[config.mk]
export PLATFORM = sky130hd
export DESIGN_NAME = asr_dev_flat
export DESIGN_NICKNAME = d
export VERILOG_FILES = /design/src/asr_pkg.sv /design/src/asr_if.sv /design/src/asr_dev.sv /design/src/flat_wrapper.sv
export SDC_FILE = /design/constraint.sdc
export NUM_CORES = 2
export LEC_CHECK = 0
export ABC_AREA = 0
export BUFFER_PORTS_ARGS = -buffer_cell sky130_fd_sc_hd__buf_2
export CAP_MARGIN = 15
export CORE_AREA = 2 2 374 469
export CTS_CLUSTER_SIZE = 40
export DETAILED_ROUTE_END_ITERATION = 10
export DIE_AREA = 0 0 376 471
export HOLD_SLACK_MARGIN = 0.12
export PLACE_DENSITY = 0.49
export SLEW_MARGIN = 25
export SYNTH_ARGS = -nofsm -noshare
export SYNTH_HDL_FRONTEND = slang
export SYNTH_SLANG_ARGS = --single-unit
[constraint.sdc]
create_clock -name core_clk_in -period 13.6 [get_ports core_clk_in]
set_input_delay 1.36 -clock core_clk_in [delete_from_list [all_inputs] [get_ports core_clk_in]]
set_output_delay 1.36 -clock core_clk_in [all_outputs]
set_load 0.01 [all_outputs]
[src/asr_pkg.sv]
// constants shared by both ends of the serial register-access link
// assumes a 200 MHz core clock on both ends
`default_nettype none
package asr_pkg;
    // ****************************************
    // timing
    // ****************************************
    localparam int unsigned CLK_PERIOD_NS  = 5;
    localparam int unsigned SCLK_PERIOD_NS = 160;
    localparam int unsigned SCLK_HALF_CYC  = SCLK_PERIOD_NS / (2 * CLK_PERIOD_NS);
    localparam logic [6:0]  RESYNC_ONES    = 7'h40;
    // ****************************************
    // register addresses
    // ****************************************
    localparam logic [5:0] A_ADC_MODE  = 6'h01;
    localparam logic [5:0] A_IF_MODE   = 6'h02;
    localparam logic [5:0] A_IDENTITY  = 6'h07;
    localparam logic [5:0] A_CHANNEL0  = 6'h10;
    localparam logic [5:0] A_SETUP0    = 6'h20;
    localparam logic [5:0] A_FILTER0   = 6'h28;
    localparam logic [5:0] A_OFFSET_0  = 6'h30;
    localparam logic [5:0] A_GAIN_0    = 6'h38;
    // ****************************************
    // reset values and masks
    // ****************************************
    localparam logic [15:0] RST_ADC_MODE = 16'h2000;
    localparam logic [15:0] RST_IF_MODE  = 16'h0000;
    localparam logic [15:0] RST_CHANNEL0 = 16'h8001;
    localparam logic [15:0] RST_CHANNELN = 16'h0001;
    localparam logic [15:0] RST_SETUP    = 16'h1000;
    localparam logic [15:0] RST_FILTER   = 16'h0000;
    localparam logic [23:0] RST_OFFSET   = 24'h800000;
    localparam logic [15:0] MASK_CHANNEL = 16'hF3FF;
    localparam logic [15:0] MASK_SETUP   = 16'h1FB0;
    localparam logic [15:0] MASK_FILTER  = 16'h8F7F;
    // ****************************************
    // field positions
    // ****************************************
    localparam int unsigned CMD_WEN_BIT    = 7;
    localparam int unsigned CMD_READ_BIT   = 6;
    localparam int unsigned CH_ENABLE_BIT  = 15;
    localparam int unsigned CH_SETUP_LSB   = 12;
    localparam int unsigned CH_POS_LSB     = 5;
    localparam int unsigned CH_NEG_LSB     = 0;
    localparam int unsigned SU_POLARITY    = 12;
    localparam int unsigned SU_REF_BUF_LSB = 10;
    localparam int unsigned SU_IN_BUF_LSB  = 8;
    localparam int unsigned SU_REF_SEL_LSB = 4;
    // ****************************************
    // host controller apb map
    // ****************************************
    localparam logic [7:0] H_COMMAND  = 8'h00;
    localparam logic [7:0] H_WDATA    = 8'h04;
    localparam logic [7:0] H_RDATA    = 8'h08;
    localparam logic [7:0] H_STATUS   = 8'h0C;
    localparam logic [7:0] H_CONTROL  = 8'h10;
    localparam int unsigned H_RESYNC_BIT = 8;

    // data phase length in bits for a register address
    function automatic logic [4:0] asr_len(input logic [5:0] a);
        if (a >= A_OFFSET_0)
            return 5'h18;
        else if (a >= A_CHANNEL0 || a == A_ADC_MODE || a == A_IF_MODE || a == A_IDENTITY)
            return 5'h10;
        else
            return 5'h08;
    endfunction
endpackage
`default_nettype wire

[src/asr_if.sv]
// serial link between host controller and converter register interface
// assumes the bench resolves the data-out wire from dout_oe
`timescale 1ns/100ps
`default_nettype none
interface asr_if;
    logic sclk;
    logic cs_n;
    logic din;
    logic dout;
    logic dout_oe;
    modport dev  (input sclk, input cs_n, input din, output dout, output dout_oe);
    modport host (output sclk, output cs_n, output din, input dout, input dout_oe);
endinterface
`default_nettype wire

[src/asr_dev.sv]
// converter end: serial command decoder, register map, channel sequencer
// assumes link pins are asynchronous to core_clk_in and much slower than it
`timescale 1ns/100ps
`default_nettype none
module asr_dev
    import asr_pkg::*;
#(
    parameter logic [15:0] ID_CODE    = 16'hA5C0, // arbitrary value
    parameter logic [23:0] GAIN_RESET = 24'h555550 // arbitrary factory value
)(
    input  wire logic        core_clk_in,
    input  wire logic        nrst_in,
    asr_if.dev               link,
    input  wire logic        conv_tick_in,
    output logic [3:0]       active_channel_out,
    output logic [2:0]       active_setup_out,
    output logic             bipolar_out,
    output logic [1:0]       ref_select_out
);
    typedef enum logic [1:0] {ST_CMD = 2'b01, ST_DATA = 2'b10} asr_st_e;

    // ****************************************
    // pin synchronisers and edges
    // ****************************************
    logic [2:0] sclk_s_q;
    logic [1:0] cs_s_q;
    logic [1:0] din_s_q;
    logic       rise;
    logic       fall;
    logic       cs_n;
    logic       din;

    always_ff @(posedge core_clk_in)
    begin
        if (!nrst_in)
        begin
            sclk_s_q <= 3'h7;
            cs_s_q   <= 2'h3;
            din_s_q  <= 2'h3;
        end
        else
        begin
            sclk_s_q <= {sclk_s_q[1:0], link.sclk};
            cs_s_q   <= {cs_s_q[0], link.cs_n};
            din_s_q  <= {din_s_q[0], link.din};
        end
    end

    assign cs_n = cs_s_q[1];
    assign din  = din_s_q[1];
    assign rise = sclk_s_q[1] & ~sclk_s_q[2] & ~cs_n;
    assign fall = ~sclk_s_q[1] & sclk_s_q[2] & ~cs_n;

    // ****************************************
    // resynchronisation by a run of ones
    // ****************************************
    logic [6:0] ones_q;
    logic       wipe;

    assign wipe = rise & din & (ones_q == RESYNC_ONES - 7'h01);

    always_ff @(posedge core_clk_in)
    begin
        if (!nrst_in || wipe)
            ones_q <= 7'h00;
        else if (rise)
            ones_q <= din ? ones_q + 7'h01 : 7'h00;
    end

    // ****************************************
    // command and data shifting
    // ****************************************
    asr_st_e     st_q;
    logic [4:0]  cnt_q;
    logic [23:0] sh_q;
    logic [23:0] out_q;
    logic [5:0]  addr_q;
    logic        rd_q;
    logic [4:0]  len;
    logic [7:0]  cmd;
    logic        wr_now;
    logic [23:0] rd_val;

    assign cmd    = {sh_q[6:0], din};
    assign len    = asr_len(addr_q);
    assign wr_now = rise & (st_q == ST_DATA) & ~rd_q & (cnt_q == len - 5'h01);

    always_ff @(posedge core_clk_in)
    begin
        // cs high clears state here; sclk idle between bytes in 3-wire use keeps it
        if (!nrst_in || wipe || cs_n)
        begin
            st_q   <= ST_CMD;
            cnt_q  <= 5'h00;
            sh_q   <= 24'h000000;
            addr_q <= 6'h00;
            rd_q   <= 1'b0;
        end
        else if (rise)
        begin
            sh_q <= {sh_q[22:0], din};
            unique case (st_q)
                ST_CMD:
                begin
                    cnt_q <= cnt_q + 5'h01;
                    if (cnt_q == 5'h07)
                    begin
                        cnt_q <= 5'h00;
                        // a command with wen high is dropped unanswered
                        if (!cmd[CMD_WEN_BIT])
                        begin
                            st_q   <= ST_DATA;
                            addr_q <= cmd[5:0];
                            rd_q   <= cmd[CMD_READ_BIT];
                        end
                    end
                end
                ST_DATA:
                begin
                    cnt_q <= cnt_q + 5'h01;
                    if (cnt_q == len - 5'h01)
                    begin
                        st_q  <= ST_CMD;
                        cnt_q <= 5'h00;
                    end
                end
            endcase
        end
    end

    // read shadow: loaded on the command's last rise, shifted out on falls
    always_ff @(posedge core_clk_in)
    begin
        if (!nrst_in || wipe || cs_n)
            out_q <= 24'h000000;
        else if (rise && st_q == ST_CMD && cnt_q == 5'h07 && !cmd[CMD_WEN_BIT])
            out_q <= rd_val << (6'h18 - {1'b0, asr_len(cmd[5:0])});
        else if (fall && st_q == ST_DATA && rd_q)
            out_q <= {out_q[22:0], 1'b0};
    end

    always_ff @(posedge core_clk_in)
    begin
        if (!nrst_in)
        begin
            link.dout    <= 1'b1;
            link.dout_oe <= 1'b0;
        end
        else
        begin
            link.dout_oe <= ~cs_n;
            if (fall && st_q == ST_DATA && rd_q)
                link.dout <= out_q[23];
            else if (cs_n)
                link.dout <= 1'b1;
        end
    end

    // ****************************************
    // register map
    // ****************************************
    logic [15:0] adc_mode_q;
    logic [15:0] if_mode_q;
    logic [15:0] chan_q  [16];
    logic [15:0] setup_q [8];
    logic [15:0] filt_q  [8];
    logic [23:0] offs_q  [8];
    logic [23:0] gain_q  [8];
    logic [23:0] wdata;

    assign wdata = {sh_q[22:0], din};

    always_comb
    begin
        // decoded from the incoming command: addr_q only loads on that same edge
        rd_val = 24'h000000;
        if (cmd[5:0] == A_ADC_MODE)
            rd_val = {8'h00, adc_mode_q};
        else if (cmd[5:0] == A_IF_MODE)
            rd_val = {8'h00, if_mode_q};
        else if (cmd[5:0] == A_IDENTITY)
            rd_val = {8'h00, ID_CODE};
        else if (cmd[5:4] == A_CHANNEL0[5:4])
            rd_val = {8'h00, chan_q[cmd[3:0]]};
        else if (cmd[5:3] == A_SETUP0[5:3])
            rd_val = {8'h00, setup_q[cmd[2:0]]};
        else if (cmd[5:3] == A_FILTER0[5:3])
            rd_val = {8'h00, filt_q[cmd[2:0]]};
        else if (cmd[5:3] == A_OFFSET_0[5:3])
            rd_val = offs_q[cmd[2:0]];
        else if (cmd[5:3] == A_GAIN_0[5:3])
            rd_val = gain_q[cmd[2:0]];
    end

    always_ff @(posedge core_clk_in)
    begin
        if (!nrst_in || wipe)
        begin
            adc_mode_q <= RST_ADC_MODE;
            if_mode_q  <= RST_IF_MODE;
            for (int i = 0; i < 16; i++)
                chan_q[i] <= (i == 0) ? RST_CHANNEL0 : RST_CHANNELN;
            for (int i = 0; i < 8; i++)
            begin
                setup_q[i] <= RST_SETUP;
                filt_q[i]  <= RST_FILTER;
                offs_q[i]  <= RST_OFFSET;
                gain_q[i]  <= GAIN_RESET;
            end
        end
        else if (wr_now)
        begin
            if (addr_q == A_ADC_MODE)
                adc_mode_q <= wdata[15:0];
            else if (addr_q == A_IF_MODE)
                if_mode_q <= wdata[15:0];
            else if (addr_q[5:4] == A_CHANNEL0[5:4])
                chan_q[addr_q[3:0]] <= wdata[15:0] & MASK_CHANNEL;
            else if (addr_q[5:3] == A_SETUP0[5:3])
                setup_q[addr_q[2:0]] <= wdata[15:0] & MASK_SETUP;
            else if (addr_q[5:3] == A_FILTER0[5:3])
                filt_q[addr_q[2:0]] <= wdata[15:0] & MASK_FILTER;
            else if (addr_q[5:3] == A_OFFSET_0[5:3])
                offs_q[addr_q[2:0]] <= wdata;
            else if (addr_q[5:3] == A_GAIN_0[5:3])
                gain_q[addr_q[2:0]] <= wdata;
        end
    end

    // ****************************************
    // channel sequencer
    // ****************************************
    logic [3:0] seq_q;
    logic [3:0] nxt;

    always_comb
    begin
        nxt = seq_q;
        for (int k = 15; k >= 1; k--)
            if (chan_q[4'(seq_q + 4'(k))][CH_ENABLE_BIT])
                nxt = 4'(seq_q + 4'(k));
    end

    always_ff @(posedge core_clk_in)
    begin
        if (!nrst_in || wipe)
            seq_q <= 4'h0;
        else if (conv_tick_in)
            seq_q <= nxt;
    end

    always_ff @(posedge core_clk_in)
    begin
        if (!nrst_in)
        begin
            active_channel_out <= 4'h0;
            active_setup_out   <= 3'h0;
            bipolar_out        <= 1'b0;
            ref_select_out     <= 2'h0;
        end
        else
        begin
            active_channel_out <= seq_q;
            active_setup_out   <= chan_q[seq_q][CH_SETUP_LSB +: 3];
            bipolar_out        <= setup_q[chan_q[seq_q][CH_SETUP_LSB +: 3]][SU_POLARITY];
            ref_select_out     <= setup_q[chan_q[seq_q][CH_SETUP_LSB +: 3]][SU_REF_SEL_LSB +: 2];
        end
    end
endmodule // asr_dev
`default_nettype wire

[src/flat_wrapper.sv]
// flat-port wrapper written by rule: the top's interface ports become plain ports
module asr_dev_flat import asr_pkg::*;
#(
    parameter logic [15:0] ID_CODE    = 16'hA5C0,                   
    parameter logic [23:0] GAIN_RESET = 24'h555550                           
)
  (core_clk_in, nrst_in, conv_tick_in, active_channel_out, active_setup_out, bipolar_out, ref_select_out, link_sclk, link_cs_n, link_din, link_dout, link_dout_oe);
  asr_if link_i ();
  input  wire logic core_clk_in;
  input  wire logic nrst_in;
  input  wire logic conv_tick_in;
  output logic [3:0] active_channel_out;
  output logic [2:0] active_setup_out;
  output logic bipolar_out;
  output logic [1:0] ref_select_out;
  input wire logic [$bits(link_i.sclk)-1:0] link_sclk;
  input wire logic [$bits(link_i.cs_n)-1:0] link_cs_n;
  input wire logic [$bits(link_i.din)-1:0] link_din;
  output wire logic [$bits(link_i.dout)-1:0] link_dout;
  output wire logic [$bits(link_i.dout_oe)-1:0] link_dout_oe;
  assign link_i.sclk = link_sclk;
  assign link_i.cs_n = link_cs_n;
  assign link_i.din = link_din;
  assign link_dout = link_i.dout;
  assign link_dout_oe = link_i.dout_oe;
  asr_dev #(.ID_CODE(ID_CODE), .GAIN_RESET(GAIN_RESET)) u_core (.core_clk_in(core_clk_in), .nrst_in(nrst_in), .link(link_i), .conv_tick_in(conv_tick_in), .active_channel_out(active_channel_out), .active_setup_out(active_setup_out), .bipolar_out(bipolar_out), .ref_select_out(ref_select_out));
endmodule
==> results.yml <==
status:
  outcome: "complete, no violations"
floorplan:
  placement_rows: 171
  die_h_um: 471
  floorplan.die.width_um: 376
  i_o_pin_count: 18
  core_box_area_um2: 173000
  die-area_um2: 177000
  floorplan.initialDensity_pct: 24.9
pwr:
  power.share.switching_pct: 27.5
  powerDensity_nw_per_um2: 144
  share_clk_of_total_power_pct: 37.2
  power_frac_comb_pct: 17.6
  seqPwrFrac_pct: 45.2
  leakagePower_nw: 15.0
  irDropWorstVdd_v: 0.0000827
  fin_total_pwr_mw: 6.97
  internal-power_mw: 5.05
  p_switching_mw: 1.92
timing:
  grt_setup_unrepaired: "no"
  drv_slew: 0
  finalWorstPathRequiredPeriod_ns: 4.70
  finalHoldViolCount: 0
  final.setup.worst_slack_ns: 8.90
  slew-limit-headroom_pct: 30.4
  fin_setup_tns_ns: 0
  worst_slew_pin_slew_ns: 1.04
  achievable-frequency_mhz: 213
  timing.hold.ws_ns: 0.407
  fin_crit_sh_pct: 34.6
  final-setup-viol-count: 0
  finClkSkew_ns: 0.0311
placed_design:
  place_hpwl_um: 80100
  placement.io_buffers: 17
  detailed_place.area_um2: 45500
  placement.setup.worst_slack_ns: 8.60
  weighted_congestion_at_the_end_of_routability_driven_global_placement: 0.849
synth:
  synthesis.nets: 3083
  yosys.cell_count.top_type: "sky130_fd_sc_hd__edfxtp_1"
  ff_latch_count_synth: 895
  post-synth-top-area-cell: "sky130_fd_sc_hd__edfxtp_1"
  ys_async_rst_share_pct: 0
  post-synth-top-area-fraction_pct: 53.7
  ys.warnings.count: 0
  synth-main-ff-cell: "sky130_fd_sc_hd__edfxtp_1"
  synth_cells: 3068
  netlist_area_um2: 43000
  synth.top_cells.by_area: "sky130_fd_sc_hd__edfxtp_1, sky130_fd_sc_hd__mux4_2, sky130_fd_sc_hd__and2_1"
  synth.cells.most_frequent: "sky130_fd_sc_hd__edfxtp_1, sky130_fd_sc_hd__and2_1, sky130_fd_sc_hd__mux4_2"
  synth-seq-area-share_pct: 59.6
  syn_avg_cell_area_um2: 14.0
  number_of_distinct_library_cells_after_synthesis: 90
  synth_enable_flop_cells: 768
routing:
  route.vias.total: 25246
  post_drt_via_cell_ratio: 4.75
  drt-total-wl_um: 127000
  drc: 0
  wire_per_inst_um: 24.0
  dr.first_iter.drc_count: 1831
  antenna_left: 0
  dr.pass1.iters: 5
global_route:
  globalRoute.totalOverflow: 0
  global_route.usage.total_pct: 14.3
  largest_net_degree_at_the_start_of_global_routing: 70
  antenna_violations_before_repair: 2
  grt_pass1_vias: 25978
  wire_length_of_the_first_global_routing_pass_um: 186000
worst_setup_path:
  timing.critical_path.arrival_ns: 5.28
  crit_path_start: "u_core.seq_q[0]$_SDFFE_PP0P_"
  crit-reg2reg-launch: "u_core.seq_q[0]$_SDFFE_PP0P_"
  ff2ff_path_depth: 11
  worst-path-max-fanout: 30
  critical_path.endpoint_type: "register"
  rrSetupSlack_ns: 8.90
  cp.required_ns: 14.18
  worst-setup-path-type: "register to register"
  worst_setup_path_start_kind: "register"
finish:
  final_area_um2: 48600
  layout-drive-gt1-share_pct: 20.6
  flow.area_growth_from_synthesis_pct: 13.1
  n_fill_cell: 17427
  layout.nets: 2998
hold_path:
  worst_hold_path_type: "register to register"
  min_from: "u_core.sclk_s_q[0]$_SDFF_PN1_"
clock_tree:
  hold_buffers: 0
  post_cts_buffers: 0
  ctsLongestPathBuffers: 3
  cts_buffers: 94
  cts.htree.levels: 3
  clk_transition_reported_paths_ns: 0.06
  clk-insertion-delay-late_ns: 0.71
  cts_tree: "done"
  clock_tree_root_driver_cell: "sky130_fd_sc_hd__clkbuf_16"
  post_cts.resized_instances: 0
  cts.sink_count: 895
flow_run:
  maxCapViolations: 0
==> power by group through the flow <==
stage / clock (mW) / sequential [mW] / combinational (mW)
floorplan: 0 / 3.18 / 0.883
CTS: 2.65 / 3.15 / 1.22
global placement: 0 / 3.21 / 1.22
detailed placement: 0 / 3.21 / 1.22
global route: 2.76 / 3.16 / 1.30
finish: 2.59 / 3.15 / 1.23
==> final cells by class <==
class / instances / area [um^2] / share of cell area [%]
Tap cell: 2249 / 2810 / 5.79
Antenna cell: 3 / 7.51 / 0.0155
Sequential cell: 895 / 25600 / 52.8
Multi-Input combinational cell: 1863 / 16200 / 33.4
Clock buffer: 124 / 2530 / 5.20
Clock inverter: 53 / 517 / 1.06
Inverter: 20 / 75.1 / 0.155
Timing Repair Buffer: 109 / 796 / 1.64
==> how the worst min path moves through the flow <==
stage                                         end  slack, ns  cells past startpoint
detailed placement  u_core.sclk_s_q[1]$_SDFF_PN1_       0.40                      1
finish              u_core.sclk_s_q[1]$_SDFF_PN1_       0.41                      1
floorplan             u_core.cs_s_q[1]$_SDFF_PN1_       0.39                      1
global placement      u_core.cs_s_q[1]$_SDFF_PN1_       0.40                      1
global route          u_core.cs_s_q[1]$_SDFF_PN1_       0.43                      1
CTS                 u_core.sclk_s_q[1]$_SDFF_PN1_       0.41                      1
==> layout by cell type, fill, tap and decap left out, types with 6 or more instances in the layout <==
master,n
sky130_fd_sc_hd__mux2i_1,66
sky130_fd_sc_hd__dfxtp_2,11
sky130_fd_sc_hd__buf_2,17
sky130_fd_sc_hd__clkbuf_16,95
sky130_fd_sc_hd__nand2b_1,11
sky130_fd_sc_hd__a21oi_1,91
sky130_fd_sc_hd__o21ai_0,52
sky130_fd_sc_hd__a22o_1,6
sky130_fd_sc_hd__buf_4,89
sky130_fd_sc_hd__xnor2_1,11
sky130_fd_sc_hd__o211ai_1,6
sky130_fd_sc_hd__bufinv_16,8
sky130_fd_sc_hd__nor2b_1,14
sky130_fd_sc_hd__mux2_2,23
sky130_fd_sc_hd__inv_1,16
sky130_fd_sc_hd__dfxtp_1,112
sky130_fd_sc_hd__and2_1,620
sky130_fd_sc_hd__mux4_2,275
sky130_fd_sc_hd__and3_1,7
sky130_fd_sc_hd__a211oi_1,11
sky130_fd_sc_hd__a22oi_1,7
sky130_fd_sc_hd__nor2_2,12
sky130_fd_sc_hd__nand4_1,6
sky130_fd_sc_hd__or3_1,121
sky130_fd_sc_hd__nor2_1,128
sky130_fd_sc_hd__nand2_1,138
sky130_fd_sc_hd__edfxtp_1,768
sky130_fd_sc_hd__a221oi_1,9
sky130_fd_sc_hd__ha_1,9
sky130_fd_sc_hd__o21ai_4,17
sky130_fd_sc_hd__o21ai_1,23
sky130_fd_sc_hd__clkinv_1,21
sky130_fd_sc_hd__xor2_1,6
sky130_fd_sc_hd__nor3_1,67
sky130_fd_sc_hd__nand3_1,15
sky130_fd_sc_hd__clkbuf_1,25
sky130_fd_sc_hd__clkinv_2,18
==> metrics by stage <==
stage          util (%)  cells
2_1_floorplan         -   3068
3_3_place_gp       26.3   5134
3_5_place_dp       26.3   5134
4_1_cts            28.1   5311
5_1_grt            28.1   5314
6_report           28.1   5316
==> flip-flops by register name, indices dropped and copies added, names as in the netlist, 3 cells and up, named ones only <==
signal and cells:
u_core.chan_q 224, u_core.gain_q 192, u_core.offs_q 192, u_core.filt_q 96, u_core.setup_q 64, u_core.out_q 24
u_core.sh_q 23, u_core.adc_mode_q 16, u_core.if_mode_q 16, u_core.ones_q 7, u_core.addr_q 6, u_core.cnt_q 5
u_core.active_channel_out 4, u_core.seq_q 4, u_core.active_setup_out 3, u_core.sclk_s_q 3
==> kinds of logic after synthesis <==
| kind of cell | Yosys count | synth area share, % |
|---|---|---|
| simple gates | 1186 | 15.7 |
| flops | 895 | 59.6 |
| mux | 368 | 16.7 |
| buf+inv | 310 | 3.27 |
| compound gates | 283 | 4.09 |
| xor+xnor | 17 | 0.346 |
| fa+ha+maj | 9 | 0.262 |
==> worst max-delay path: stages (launching register included) <==
cell	delay [ns]
sky130_fd_sc_hd__dfxtp_1	0.31
sky130_fd_sc_hd__buf_4	0.39
sky130_fd_sc_hd__clkinv_1	0.39
sky130_fd_sc_hd__ha_1	0.87
sky130_fd_sc_hd__mux4_2	0.66
sky130_fd_sc_hd__mux2i_1	0.38
sky130_fd_sc_hd__mux2i_1	0.19
sky130_fd_sc_hd__o2111a_1	0.29
sky130_fd_sc_hd__a2111o_1	0.35
sky130_fd_sc_hd__a21oi_1	0.19
sky130_fd_sc_hd__mux2i_1	0.19
sky130_fd_sc_hd__or3b_1	0.37
==> per-layer routing <==
layer  up-vias  wire length [um]  track usage [%]
li1      11269                 -                -
met1     13207             50800             17.0
met2       594             67700             26.1
met3       176              4470             1.54
met4         0              4380             5.55
met5         -                 0                0
Power figures use the tool's default switching activity.
